`src/lpmq_cfg.svh`:
```
// lpmq_cfg.svh: constants of the low-power exit clock and supervisor flag model
// assumes: included by bare name after the package, 100 MHz core clock
`ifndef LPMQ_CFG_SVH
`define LPMQ_CFG_SVH

// ****************************************************************
// timing
// ****************************************************************
`define LPMQ_CLK_PERIOD_NS    10
`define LPMQ_OVERSHOOT_NS     6000
// longest time, so it rounds down
`define LPMQ_OVERSHOOT_CYCLES (`LPMQ_OVERSHOOT_NS / `LPMQ_CLK_PERIOD_NS)
`define LPMQ_OVS_CNT_W        10

// ****************************************************************
// low power mode codes
// ****************************************************************
`define LPMQ_MODE_W           3
`define LPMQ_MODE_LOW_POWER_MODE_3        3'h3
`define LPMQ_MODE_LOW_POWER_MODE_4        3'h4

// ****************************************************************
// divider and reset values
// ****************************************************************
`define LPMQ_DIV_W            3
`define LPMQ_DIV_CNT_W        5
`define LPMQ_DIV_MAX          3'h5
`define LPMQ_FLAG_EN_RST      2'h3
`define LPMQ_FLAG_RST         2'h0

`endif

```
`src/lpmq_pkg.sv`:
```
// lpmq_pkg.sv: types shared by the low-power exit model
// assumes: compiled before the design modules
package lpmq_pkg;

  typedef enum logic [1:0] {
    LPMQ_ACTIVE = 2'b00,
    LPMQ_LIGHT  = 2'b01,
    LPMQ_DEEP   = 2'b10,
    LPMQ_WAKE   = 2'b11
  } lpmq_state_t;

  typedef enum logic {
    LPMQ_SRC_OSC = 1'b0,
    LPMQ_SRC_XT2 = 1'b1
  } lpmq_src_t;

endpackage

```
`src/lpmq_tick_gen.sv`:
```
// lpmq_tick_gen.sv: divided clock-enable generator for one derived clock
// assumes: same clock domain as its user, divider is a power-of-two exponent
`timescale 1ns/1ps
`include "lpmq_cfg.svh"

module lpmq_tick_gen
  import lpmq_pkg::*;
(
  input  wire logic                      clk,
  input  wire logic                      reset,
  input  wire logic                      run,
  input  wire logic                      fast,
  input  wire logic [`LPMQ_DIV_W-1:0]    div_log2,
  output logic                           tick
);

  logic [`LPMQ_DIV_CNT_W-1:0] cnt_reg;
  logic [`LPMQ_DIV_CNT_W-1:0] cnt_next;
  logic                       tick_reg;
  logic                       tick_next;
  logic [`LPMQ_DIV_CNT_W-1:0] mask;
  logic [`LPMQ_DIV_W-1:0]     div_sat;

  // ****************************************************************
  // divider
  // ****************************************************************
  always_comb begin
    div_sat   = (div_log2 > `LPMQ_DIV_MAX) ? `LPMQ_DIV_MAX : div_log2;
    mask      = `LPMQ_DIV_CNT_W'((1 << div_sat) - 1);
    cnt_next  = cnt_reg;
    tick_next = 1'b0;
    if (run) begin
      // overshoot ignores the programmed division: every cycle ticks
      if (fast || cnt_reg >= mask) begin
        cnt_next  = '0;
        tick_next = 1'b1;
      end else begin
        cnt_next = cnt_reg + `LPMQ_DIV_CNT_W'(1);
      end
    end else begin
      cnt_next = '0;
    end
  end

  always_ff @(posedge clk) begin
    if (reset) begin
      cnt_reg  <= '0;
      tick_reg <= 1'b0;
    end else begin
      cnt_reg  <= cnt_next;
      tick_reg <= tick_next;
    end
  end

  assign tick = tick_reg;

endmodule // lpmq_tick_gen

```
`src/lpmq_top.sv`:
```
// lpmq_top.sv: low-power exit clock overshoot and supervisor flag enable model
// assumes: RESET is the power-up clear, control inputs come from core logic on CLK,
// comparator events come from analog and are asynchronous
//
// Operation
// - a power-up clear while a supervisor is disabled blocks its supervisor and monitor flags.
// - any write to a supervisor control register after the clear re-enables those flags.
// - on leaving low power mode 3 or 4 the oscillator runs fast for at most 6 us.
// - a sub clock taken from the oscillator is passed ungated during that wake interval.
// - the main clock likewise runs faster than programmed on that exit.
`timescale 1ns/1ps
`include "lpmq_cfg.svh"

module lpmq_top
  import lpmq_pkg::*;
#(
  parameter int unsigned OVERSHOOT_CYCLES = `LPMQ_OVERSHOOT_CYCLES
)
(
  input  wire logic                      CLK,
  input  wire logic                      RESET,
  // supervisor side: index 0 low side, index 1 high side
  input  wire logic [1:0]                SUPERVISOR_ENABLE,
  input  wire logic [1:0]                SUPERVISOR_REG_WRITE,
  input  wire logic [1:0]                SUPPLY_SUPERVISOR_EVENT,
  input  wire logic [1:0]                SUPPLY_MONITOR_EVENT,
  input  wire logic [1:0]                SUPERVISOR_FLAG_CLEAR,
  input  wire logic [1:0]                MONITOR_FLAG_CLEAR,
  // power mode control
  input  wire logic                      SLEEP_REQUEST,
  input  wire logic [`LPMQ_MODE_W-1:0]   SLEEP_MODE,
  input  wire logic                      WAKE_REQUEST,
  // clock control
  input  wire logic                      SUB_CLOCK_SOURCE,
  input  wire logic                      SUB_CLOCK_REQUEST_ENABLE,
  input  wire logic                      SUB_CLOCK_PERIPHERAL_REQUEST,
  input  wire logic [`LPMQ_DIV_W-1:0]    MAIN_CLOCK_DIVIDER,
  input  wire logic [`LPMQ_DIV_W-1:0]    SUB_CLOCK_DIVIDER,
  // status
  output logic [1:0]                     SUPPLY_SUPERVISOR_FLAG,
  output logic [1:0]                     SUPPLY_MONITOR_FLAG,
  output logic [1:0]                     FLAG_FUNCTION_ENABLE,
  output logic [1:0]                     POWER_STATE,
  output logic                           OSCILLATOR_OVERSHOOT,
  output logic                           MAIN_CLOCK_TICK,
  output logic                           SUB_CLOCK_TICK
);

  localparam logic [`LPMQ_OVS_CNT_W-1:0] OVS_LAST = `LPMQ_OVS_CNT_W'(OVERSHOOT_CYCLES - 1);

  // ****************************************************************
  // comparator event synchronisers
  // ****************************************************************
  logic [1:0] sup_meta_reg;
  logic [1:0] sup_sync_reg;
  logic [1:0] mon_meta_reg;
  logic [1:0] mon_sync_reg;

  // no reset: a synchroniser only needs two edges to flush
  always_ff @(posedge CLK) begin
    sup_meta_reg <= SUPPLY_SUPERVISOR_EVENT;
    sup_sync_reg <= sup_meta_reg;
    mon_meta_reg <= SUPPLY_MONITOR_EVENT;
    mon_sync_reg <= mon_meta_reg;
  end

  // ****************************************************************
  // flag enable latches and sticky flags
  // ****************************************************************
  logic [1:0] flag_en_reg;
  logic [1:0] flag_en_next;
  logic [1:0] sup_flag_reg;
  logic [1:0] sup_flag_next;
  logic [1:0] mon_flag_reg;
  logic [1:0] mon_flag_next;

  genvar gi;
  generate
    for (gi = 0; gi < 2; gi++) begin : g_side
      always_comb begin
        // enable control bits live in the always-on domain, so the clear still sees them
        if (RESET) begin
          flag_en_next[gi] = SUPERVISOR_ENABLE[gi];
        end else if (SUPERVISOR_REG_WRITE[gi]) begin
          flag_en_next[gi] = 1'b1;
        end else begin
          flag_en_next[gi] = flag_en_reg[gi];
        end

        // a set in the same cycle as its clear wins, so no event is lost
        if (RESET) begin
          sup_flag_next[gi] = 1'b0;
          mon_flag_next[gi] = 1'b0;
        end else begin
          sup_flag_next[gi] = (flag_en_reg[gi] & sup_sync_reg[gi]) |
                              (sup_flag_reg[gi] & ~SUPERVISOR_FLAG_CLEAR[gi]);
          mon_flag_next[gi] = (flag_en_reg[gi] & mon_sync_reg[gi]) |
                              (mon_flag_reg[gi] & ~MONITOR_FLAG_CLEAR[gi]);
        end
      end
    end
  endgenerate

  always_ff @(posedge CLK) begin
    flag_en_reg  <= flag_en_next;
    sup_flag_reg <= sup_flag_next;
    mon_flag_reg <= mon_flag_next;
  end

  // ****************************************************************
  // power state and overshoot interval
  // ****************************************************************
  lpmq_state_t                  state_reg;
  lpmq_state_t                  state_next;
  logic [`LPMQ_OVS_CNT_W-1:0]   ovs_cnt_reg;
  logic [`LPMQ_OVS_CNT_W-1:0]   ovs_cnt_next;
  logic                         deep_mode;

  assign deep_mode = (SLEEP_MODE == `LPMQ_MODE_LOW_POWER_MODE_3) || (SLEEP_MODE == `LPMQ_MODE_LOW_POWER_MODE_4);

  always_comb begin
    state_next   = state_reg;
    ovs_cnt_next = ovs_cnt_reg;
    case (state_reg)
      LPMQ_ACTIVE: begin
        if (SLEEP_REQUEST) begin
          state_next = deep_mode ? LPMQ_DEEP : LPMQ_LIGHT;
        end
      end
      LPMQ_LIGHT: begin
        if (WAKE_REQUEST) begin
          state_next = LPMQ_ACTIVE;
        end
      end
      LPMQ_DEEP: begin
        if (WAKE_REQUEST) begin
          // oscillator restarts fast; interval is the longest time rounded down
          state_next   = LPMQ_WAKE;
          ovs_cnt_next = '0;
        end
      end
      LPMQ_WAKE: begin
        if (ovs_cnt_reg >= OVS_LAST) begin
          state_next = LPMQ_ACTIVE;
        end else begin
          ovs_cnt_next = ovs_cnt_reg + `LPMQ_OVS_CNT_W'(1);
        end
      end
      default: begin
        state_next = LPMQ_ACTIVE;
      end
    endcase
  end

  always_ff @(posedge CLK) begin
    if (RESET) begin
      state_reg   <= LPMQ_ACTIVE;
      ovs_cnt_reg <= '0;
    end else begin
      state_reg   <= state_next;
      ovs_cnt_reg <= ovs_cnt_next;
    end
  end

  // ****************************************************************
  // derived clock enables
  // ****************************************************************
  logic overshoot;
  logic sub_from_osc;
  logic main_run;
  logic sub_run;
  logic sub_fast;

  assign overshoot    = (state_reg == LPMQ_WAKE);
  assign sub_from_osc = (SUB_CLOCK_SOURCE == LPMQ_SRC_OSC);

  // main clock stops in any sleep state and overshoots on deep exit
  assign main_run = (state_reg == LPMQ_ACTIVE) || overshoot;

  // in deep sleep the sub clock runs only on a granted peripheral request; during
  // the wake interval it is not masked, which is the hazard peripherals see
  assign sub_run  = (state_reg == LPMQ_ACTIVE) || (state_reg == LPMQ_LIGHT) ||
                    overshoot ||
                    ((state_reg == LPMQ_DEEP) && SUB_CLOCK_REQUEST_ENABLE &&
                     SUB_CLOCK_PERIPHERAL_REQUEST);
  // the second crystal does not overshoot, so a sub clock from it keeps its rate
  assign sub_fast = overshoot && sub_from_osc;

  lpmq_tick_gen u_main_tick (
    .clk      (CLK),
    .reset    (RESET),
    .run      (main_run),
    .fast     (overshoot),
    .div_log2 (MAIN_CLOCK_DIVIDER),
    .tick     (MAIN_CLOCK_TICK)
  );

  lpmq_tick_gen u_sub_tick (
    .clk      (CLK),
    .reset    (RESET),
    .run      (sub_run),
    .fast     (sub_fast),
    .div_log2 (SUB_CLOCK_DIVIDER),
    .tick     (SUB_CLOCK_TICK)
  );

  // ****************************************************************
  // outputs
  // ****************************************************************
  assign SUPPLY_SUPERVISOR_FLAG = sup_flag_reg;
  assign SUPPLY_MONITOR_FLAG    = mon_flag_reg;
  assign FLAG_FUNCTION_ENABLE   = flag_en_reg;
  assign POWER_STATE            = state_reg;
  assign OSCILLATOR_OVERSHOOT   = overshoot;

endmodule // lpmq_top

```
`config.mk`:
```
export PLATFORM = sky130hd
export DESIGN_NAME = lpmq_top
export DESIGN_NICKNAME = d
export VERILOG_FILES = /design/src/lpmq_pkg.sv /design/src/lpmq_tick_gen.sv /design/src/lpmq_top.sv
export VERILOG_INCLUDE_DIRS = /design/src
export SDC_FILE = /design/constraint.sdc
export NUM_CORES = 1
export LEC_CHECK = 0
export BUFFER_PORTS_ARGS = -buffer_cell sky130_fd_sc_hd__buf_4
export CELL_PAD_IN_SITES_DETAIL_PLACEMENT = 1
export CELL_PAD_IN_SITES_GLOBAL_PLACEMENT = 1
export CORE_ASPECT_RATIO = 0.6
export CORE_UTILIZATION = 43
export DETAILED_ROUTE_END_ITERATION = 16
export MAX_ROUTING_LAYER = met4
export PLACE_DENSITY = 0.91
export SYNTH_ARGS = -nofsm -noshare
export SYNTH_HDL_FRONTEND = slang
export SYNTH_SLANG_ARGS = --single-unit
export TNS_END_PERCENT = 20
```
`constraint.sdc`:
```
create_clock -name CLK -period 4.8 [get_ports CLK]
set_input_delay 0.96 -clock CLK [delete_from_list [all_inputs] [get_ports CLK]]
set_output_delay 0.96 -clock CLK [all_outputs]
set_load 0.02 [all_outputs]
```
After elaboration in Yosys (flattened, before gate mapping)
Index checks and enable logic that the tools add are counted.
{"block": "word_totals", "ff_bits": 38, "input_bits": 28, "output_inout_bits": 11, "elab_cells": 92}
{"block": "op_classes", "n_addsub": 5, "order_cmp": 5, "n_eq_ne": 10, "shifts": 2, "mux": 17, "bitwise_logic": 19, "n_reduce_logical": 20}
{"operator": "10-bit 2-to-1 mux", "count": 2}
{"operator": "10-bit one-hot mux with 2 select lines", "count": 1}
{"operator": "10-bit by 1-bit adder with 10-bit output, second input constant", "count": 1}
{"operator": "5-bit by 1-bit adder with 5-bit output, second input constant", "count": 2}
{"operator": "10-bit greater-or-equal comparator, second input constant", "count": 1}
{"operator": "5-bit greater-or-equal comparator", "count": 2}
{"operator": "2-bit 2-to-1 mux", "count": 5}
{"operator": "1-bit by 3-bit left shift with 5-bit output, first input constant", "count": 2}
{"operator": "5-bit by 2-bit subtractor with 5-bit output, second input constant", "count": 2}
{"operator": "1-bit bitwise AND", "count": 8}
{"operator": "2-bit inequality test, second input constant", "count": 4}
{"operator": "2-bit one-hot mux with 4 select lines", "count": 1}
{"operator": "1-bit logical OR", "count": 7}
{"operator": "1-bit inverter", "count": 7}
{"operator": "3-bit > comparator, second input constant", "count": 2}
{"operator": "1-bit 2-to-1 mux", "count": 6}
{"operator": "3-bit 2-to-1 mux", "count": 2}
{"operator": "2-bit nonzero test", "count": 3}
{"operator": "3-bit OR reduction", "count": 2}
{"operator": "2-bit == test, second input constant", "count": 2}
{"operator": "1-bit OR", "count": 4}
{"operator": "4-bit AND reduction", "count": 1}
{"operator": "2-bit OR reduction", "count": 2}
{"operator": "3-bit by 2-bit == test with 1-bit output, second input constant", "count": 1}
{"operator": "6 further kinds", "count": 8}

Longest topological paths before layout
Gate-level depths: netlist of the first run.
{"block": "depth", "ltp_word": 7, "ltp_mapped": 8, "depth_no_buf": 8}

By module
Synthesis of the first run repeated with hierarchy kept, for this count alone.
{"block": "hier_totals", "hier_cells": 198, "hier_area_um2": 1866.8}
{"mod": "lpmq_top", "n_inst": 1, "cells_each": 124, "area_per_inst_um2": 1161.1, "seq_area_each_um2": 540.5}
{"mod": "lpmq_tick_gen", "n_inst": 2, "cells_each": 37, "area_per_inst_um2": 352.8, "seq_area_each_um2": 120.1}

Worst setup path after synthesis of the first run
OpenSTA, ideal clock, no wires.
{"block": "synth_timing", "path_type": "input port to flip-flop", "startpoint": "input MAIN_CLOCK_DIVIDER[1]", "endpoint": "register u_main_tick.tick_reg, in the netlist u_main_tick.tick", "setup_time_ns": 0.131, "arrival_ns": 2.663, "t_required_ns": 4.669, "setup_slack_ns": 2.006, "path_stages": 7, "path_buffers": 0, "cell_sequence": "or3_1 ha_1 ha_1 a21o_1 a21o_1 a2111oi_0 nor3_1"}
{"block": "synth_between", "elab_chain_cells": 7}
{"item": "start, declared", "line_no": "lpmq_top.sv:37", "text": "input wire logic [`LPMQ_DIV_W-1:0] MAIN_CLOCK_DIVIDER,"}
{"item": "3-bit > comparator (no source line)"}
{"item": "3-bit 2-to-1 mux (*)", "line_no": "lpmq_tick_gen.sv:28", "text": "div_sat = (div_log2 > `LPMQ_DIV_MAX) ? `LPMQ_DIV_MAX : div_log2;"}
{"item": "1-bit by 3-bit left shift with 5-bit output (*)", "line_no": "lpmq_tick_gen.sv:29", "text": "mask = `LPMQ_DIV_CNT_W'((1 << div_sat) - 1);"}
{"item": "5-bit by 2-bit subtractor with 5-bit output (*)", "line_no": "lpmq_tick_gen.sv:29"}
{"item": "5-bit greater-or-equal comparator (*)", "line_no": "lpmq_tick_gen.sv:34", "text": "if (fast || cnt_reg >= mask) begin"}
{"item": "1-bit logical OR (*)", "line_no": "lpmq_tick_gen.sv:34"}
{"item": "1-bit 2-to-1 mux (*)", "line_no": "lpmq_tick_gen.sv:34"}
{"item": "end signal, assigned", "line_no": "lpmq_tick_gen.sv:51", "text": "tick_reg <= tick_next;"}
{"item": "end, declared", "line_no": "lpmq_tick_gen.sv:19", "text": "logic tick_reg;"}
Every way passes the cells marked *; elsewhere a longest branch is shown, timed or not.
A chain may end at the register's enable or synchronous reset.

Worst setup path in the final report of the first run
Ends and elaborated chain as after synthesis.

==> results of run 1 <==
[how the worst min path moves through the flow]
stage / start / endpoint / slack (ps) / cells after the start
after floorplan: mon_meta_reg[0]$_DFF_P_ / mon_sync_reg[0]$_DFF_P_ / 310 / 0
after global placement: sup_meta_reg[0]$_DFF_P_ / sup_sync_reg[0]$_DFF_P_ / 310 / 0
after detailed placement: mon_meta_reg[0]$_DFF_P_ / mon_sync_reg[0]$_DFF_P_ / 320 / 0
after CTS: mon_meta_reg[0]$_DFF_P_ / mon_sync_reg[0]$_DFF_P_ / 330 / 0
after global routing: mon_meta_reg[0]$_DFF_P_ / mon_sync_reg[0]$_DFF_P_ / 340 / 0
final: mon_meta_reg[0]$_DFF_P_ / mon_sync_reg[0]$_DFF_P_ / 330 / 0
[worst reg2reg max path, stage by stage (launching register included)]
cell and delay, ps:
dfxtp_1 420, ha_1 600, mux2i_1 210, a21oi_1 320, o21ai_1 280, nor2_1 190, mux2_2 350
[routing by layer]
layer,GRT usage,part of all wire
met1,0.3058,0.48
met2,0.3667,0.45
met3,0.04601,0.052
met4,0.09677,0.016
met5,-,0
[through the flow]
step | utilization | total power, mW | instance area (um^2) | instances
global placement | 0.5412 | 0.7050 | 2267 | 314
finish | 0.5672 | 0.9962 | 2376 | 322
CTS | 0.5672 | 1.004 | 2376 | 322
floorplan | - | 0.6155 | 1918 | 219
detailed placement | 0.5412 | 0.7309 | 2267 | 314
global route | 0.5672 | 1.064 | 2376 | 322
[layout make-up]
type,count,area share
Clock buffer,5,0.02896
Clock inverter,3,0.01685
Inverter,19,0.03002
Multi-Input combinational cell,159,0.4439
Sequential cell,38,0.3286
Tap cell,60,0.03160
Timing Repair Buffer,38,0.1201
[report_power, final]
group,internal [mW],switching (mW)
Sequential,0.357,0.0389
Combinational,0.143,0.185
Clock,0.153,0.119
Total,0.653,0.343
[cell families (layout without fill, tap and decap cells)]
group	count (synthesis)	after routing	share of synthesized area
AND/OR/NAND/NOR	82	82	0.2035
AO/OA/AOI/OAI	45	45	0.1579
flip-flops	38	38	0.4070
buffers and inverters	22	65	0.04305
adder cells (fa/ha/maj)	20	20	0.1305
XOR/XNOR	9	9	0.04110
multiplexers	3	3	0.01696
[cells in the final DEF, fill, tap and decap left out, drive strengths merged, types with 2 or more instances in the layout]
cell type,netlist,layout
mux2,2,2
xor2,6,6
xnor2,3,3
dfxtp,36,36
and3,2,2
or2,6,6
or3,6,6
edfxtp,2,2
inv,19,19
a21oi,15,15
nand3,9,9
o21ai,7,7
nand2,16,16
clkinv,0,2
a2111oi,3,3
nor2,28,28
o21a,3,3
nor3,3,3
clkbuf,3,5
ha,20,20
a21o,5,5
nand2b,9,9
o32ai,4,4
buf,0,38
==> qor.yml, run 1 <==
yosys:
  syn_area_per_cell_um2: 8.758
  synth_top_cell_area_share: 0.3757
  netlist_instances: 219
  synth.ff_latch_count: 38
  ys_warn_count: 0
  ys.flop_type: "dfxtp_1"
  synth-edff-count: 2
  netlist_area_mm2: 0.001918
  synth_top_cell_by_area: "dfxtp_1"
  synth_area_leaders: "dfxtp_1, ha_1, nor2_1"
  synth.top_cells.by_count: "dfxtp_1, nor2_1, ha_1"
  synth_most_common_cell: "dfxtp_1"
  synth_nets: 267
  ys_seq_area_frac: 0.4070
  async_flop_share: 0
  yosysUniqueCellTypes: 37
power:
  leakagePower_nw: 1.056
  power_per_cell_area_mw_per_mm2: 419.3
  peakVddDrop_mv: 0.2031
timing:
  worstMarginPinSlew_ps: 628.8
  setup_slack_ps: 2023
  min_period_ps: 2777
  whs_ps: 330.4
  min_period_over_period: 0.5786
  fin_setup_tns_ps: 0
  hold_violations: 0
  grt_setup_unrepaired: "no"
  timing.slew.headroom: 0.5808
  drv_slew: 0
  setup_viol: 0
  fin_worst_skew_ps: 5.441
  max_freq_mhz: 360.1
cells_and_area:
  largest_register_ffs: 10
  regArea_um2: 780.7
  nets: 309
  num-fill-cells: 514
  multiInputGateArea_mm2: 0.001055
  antenna_cells: 0
  layout-drive-gt1-share: 0.2099
  syn_to_final_growth_pct: 23.87
worst_setup_path:
  critical-path-top-delay-family: "compound AO/OA/AOI/OAI gates"
  cp-start-kind: "input port"
  regToRegStartpoint: "POWER_STATE[1]$_SDFFE_PP0P_"
  worst_ep_arrival_time_ps: 2960
  r2r-end: "ovs_cnt_reg[3]$_SDFFE_PP0P_"
  r2r_cells: 6
  crit_fanout: 4
  endpoint_kind: "flip-flop"
  worst-path-stages: 8
  required_ps: 4980
  r2r_slack_ps: 2320
  cpMaxStageDelayCell: "a2111oi_0"
  endpoint: "u_main_tick.tick$_SDFF_PP0_"
  critPathLaunch: "MAIN_CLOCK_DIVIDER[1]"
  path_cells: "buf_4 -> or3_1 -> ha_1 -> ha_1 -> a21o_1 -> a21o_1 -> a2111oi_0 -> nor3_1"
  worst-path-buf-inv: 1
  path_class: "input port to flip-flop"
  critical_path.max_stage_delay_ps: 430
clock_network:
  clk_path_buf_depth: 2
  post_cts_resized: 0
  cts_tree: "done"
  cts_root_buffer: "clkbuf_8"
  cts_made_buffers: 5
  h-tree-depth: 2
  clk_latency_ps: 300
  numClockSinks: 38
  postCtsSetupRepairBufs: 0
  hold_buffers: 0
  clk_pin_slew_worst_paths_ps: 80
global_routing:
  antenna_found_initial: 0
  groute.usage.overall: 0.2362
  globalRoute.totalOverflow: 0
  grt_max_degree: 24
  grt_pass1_vias: 1658
  grt_pass1_wl_um: 7803
run_status:
  status: "finished, final reports clean"
drt:
  wl_per_cell_um: 15.17
  first_pass_iters: 4
  drt-total-wl_um: 4885
  drt_first_iter_violations: 90
  antenna_left: 0
  via_per_inst: 5.205
  drc: 0
  vias: 1676
placed_design:
  portBuffers: 38
  gp_congestion: 0.8715
  dp_worst_setup_slack_ps: 1729
  place_hpwl_um: 3685
die:
  start_util: 0.4579
  dieArea_mm2: 0.004741
  num_io_pins: 39
  coreArea_mm2: 0.004189
  fp.dieW_um: 88.23
  rows: 18
  chipHeight_um: 53.74
run:
  maxCapViolations: 0
min_path:
  hp-class: "flip-flop to flip-flop"
No activity file was read; power rests on OpenSTA's default activity.
==> run 2, diff against run 1 <==
--- a/config.mk
+++ b/config.mk
@@ -10,10 +10,10 @@
 export CELL_PAD_IN_SITES_DETAIL_PLACEMENT = 1
 export CELL_PAD_IN_SITES_GLOBAL_PLACEMENT = 1
 export CORE_ASPECT_RATIO = 0.6
-export CORE_UTILIZATION = 43
+export CORE_UTILIZATION = 40
 export DETAILED_ROUTE_END_ITERATION = 16
 export MAX_ROUTING_LAYER = met4
-export PLACE_DENSITY = 0.91
+export PLACE_DENSITY = 0.86
 export SYNTH_ARGS = -nofsm -noshare
 export SYNTH_HDL_FRONTEND = slang
 export SYNTH_SLANG_ARGS = --single-unit
==> constraint.sdc (replaced) <==
create_clock -name CLK -period 2.6 [get_ports CLK]
set_input_delay 0.52 -clock CLK [delete_from_list [all_inputs] [get_ports CLK]]
set_output_delay 0.52 -clock CLK [all_outputs]
set_load 0.02 [all_outputs]
==> run 2 against run 1 <==
Against the previous run:
- cell area up 2.0%
- first-iteration DRC count is 29% lower
- clock-buffer cell count unchanged
- sequential power up 85%
- routed wire length decreased by 3.4%
- largest power group unchanged
- critical path type unchanged
- critical path depth unchanged
- setup slack worse by 1700 ps
==> qor.yml, run 2 (same netlist as run 1, synthesis figures left out) <==
timing:
  min_period_ps: 2313
  max_freq_mhz: 432.4
  timing.slew.headroom: 0.6066  # +0.02587
  min_period_over_period: 0.8895
  setup_viol: 0  # unchanged
  drv_slew: 0  # unchanged
  setup_slack_ps: 287.4  # -1735 ps
  worstMarginPinSlew_ps: 586.1  # -42.74 ps
  hold_violations: 0  # unchanged
  grt_setup_unrepaired: "no"
  fin_worst_skew_ps: 11.15  # +5.708 ps
die:
  start_util: 0.4181  # -0.03983
  coreArea_mm2: 0.004588  # +9.5%
  dieArea_mm2: 0.005086  # +7.3%
  num_io_pins: 39  # unchanged
  rows: 19  # +1
  chipHeight_um: 55.64  # +3.5%
  fp.dieW_um: 91.40  # +3.6%
worst_setup_path:
  r2r_cells: 6  # unchanged
  r2r-end: "ovs_cnt_reg[3]$_SDFFE_PP0P_"
  worst_ep_arrival_time_ps: 2480  # -480 ps
  endpoint_kind: "flip-flop"
  r2r_slack_ps: 380  # -1940 ps
  regToRegStartpoint: "POWER_STATE[1]$_SDFFE_PP0P_"
  path_class: "input port to flip-flop"
  required_ps: 2770  # -2210 ps
  endpoint: "u_main_tick.tick$_SDFF_PP0_"
  critPathLaunch: "MAIN_CLOCK_DIVIDER[1]"
  crit_fanout: 4  # unchanged
  cp-start-kind: "input port"
global_routing:
  grt_busiest_layer: "met2"
  grt_pass1_vias: 1815  # +9.5%
  use_met2: 0.3319  # -0.03477
  groute.usage.overall: 0.2128  # -0.02342
  grt_pass1_wl_um: 8128  # +4.2%
  antenna_found_initial: 0  # unchanged
  globalRoute.totalOverflow: 0  # unchanged
  use_met1: 0.2748  # -0.03097
  grt_max_degree: 24  # unchanged
  gr-usage-met3: 0.05055  # +0.004534
drt:
  antenna_left: 0  # unchanged
  via_per_inst: 5.116  # -1.7%
  drt-total-wl_um: 4720  # -3.4%
  first_pass_iters: 4  # unchanged
  drt_first_iter_violations: 64  # -29%
  wl_per_cell_um: 14.43  # -4.9%
  drc: 0  # unchanged
  vias: 1673  # -0.18%
clock_network:
  cts_made_buffers: 5  # unchanged
  h-tree-depth: 2  # unchanged
  clk_path_buf_depth: 2  # unchanged
  clk_latency_ps: 290  # about the same
  numClockSinks: 38  # unchanged
  post_cts_resized: 0  # unchanged
  hold_buffers: 0  # unchanged
  cts_tree: "done"
  cts_root_buffer: "clkbuf_8"
  clk_pin_slew_worst_paths_ps: 80  # about the same
  postCtsSetupRepairBufs: 0  # unchanged
cells_and_area:
  mostFrequentLayoutCell: "buf_4"
  largest_register_ffs: 10  # unchanged
  nets: 311  # +0.65%
  mostFrequentLayoutCells: "buf_4, dfxtp_1, nor2_1, ha_1, inv_1"
  antenna_cells: 0  # unchanged
  num-fill-cells: 557  # +8.4%
  regArea_um2: 780.7  # unchanged
  layout-drive-gt1-share: 0.2159  # +0.005985
  multiInputGateArea_mm2: 0.001055  # unchanged
  fin_util: 0.5282  # -0.03898
  syn_to_final_growth_pct: 26.35
placed_design:
  portBuffers: 38  # unchanged
  gp_congestion: 0.8272  # -5.1%
  dp_worst_setup_slack_ps: -28.84  # -1758 ps
  place_hpwl_um: 3533  # -4.1%
run:
  maxCapViolations: 0  # unchanged
min_path:
  hp-class: "input port to flip-flop"
power:
  peakVddDrop_mv: 0.3346  # +65%
  leakagePower_nw: 1.077  # +2.0%
  power_per_cell_area_mw_per_mm2: 806.0  # +92%
run_status:
  status: "finished, final reports clean"
## run 2: cell count changes in the layout (fill, tap and decap cells not counted), sizes merged
cell / change
clkinv: -1
buf: +2
bufinv: +1
## run 2: final cells by class
type / count / area share
clock buffers: 5 / 0.02839
well taps: 63 / 0.03252
flip-flops and latches: 38 / 0.3221
clock inverters: 3 / 0.02839
repair buffers: 40 / 0.1239
inverters: 19 / 0.02943
multi-input cells: 159 / 0.4352
## run 2: worst min-delay path by stage
stage / slack, ps / endpoint / depth (start not counted) / start
after floorplan: 310 / mon_sync_reg[0]$_DFF_P_ / 0 / mon_meta_reg[0]$_DFF_P_
after global placement: 310 / sup_sync_reg[0]$_DFF_P_ / 0 / sup_meta_reg[0]$_DFF_P_
after detailed placement: 310 / mon_sync_reg[1]$_DFF_P_ / 0 / mon_meta_reg[1]$_DFF_P_
after CTS: 320 / mon_meta_reg[1]$_DFF_P_ / 1 / SUPPLY_MONITOR_EVENT[1]
after global routing: 320 / mon_meta_reg[0]$_DFF_P_ / 1 / SUPPLY_MONITOR_EVENT[0]
final: 330 / mon_meta_reg[0]$_DFF_P_ / 1 / SUPPLY_MONITOR_EVENT[0]
## run 2: metrics by stage
| stage | instance area (um^2) | hold WS, ps | cells | total power, mW | setup TNS, ps |
|---|---|---|---|---|---|
| floorplan | 1918 | 309.6 | 219 | 1.136 | 0 |
| global placement | 2286 | 310.8 | 319 | 1.315 | 0 |
| detailed placement | 2286 | 313.5 | 319 | 1.353 | -28.84 |
| CTS | 2424 | 321.7 | 327 | 1.970 | 0 |
| global route | 2424 | 315.1 | 327 | 2.088 | 0 |
| finish | 2424 | 328.6 | 327 | 1.954 | 0 |
## run 2: critical path: stages
cell and delay [ps]:
buf_4 120, or3_1 400, ha_1 290, ha_1 270, a21o_1 180, a21o_1 180
a2111oi_0 410, nor3_1 110
## run 2: layer usage
layer,share of wire,wire length (um)
met5,0,0
met4,0.011,51
met3,0.046,218
met2,0.43,2039
met1,0.51,2410
## run 2: where the power goes
group / total, mW / leakage, nW / internal (mW) / switching, mW
clock: 0.598 / 0.0683 / 0.384 / 0.214
sequential: 0.734 / 0.315 / 0.659 / 0.0749
combinational: 0.622 / 0.693 / 0.275 / 0.346
total: 1.95 / 1.08 / 1.32 / 0.635
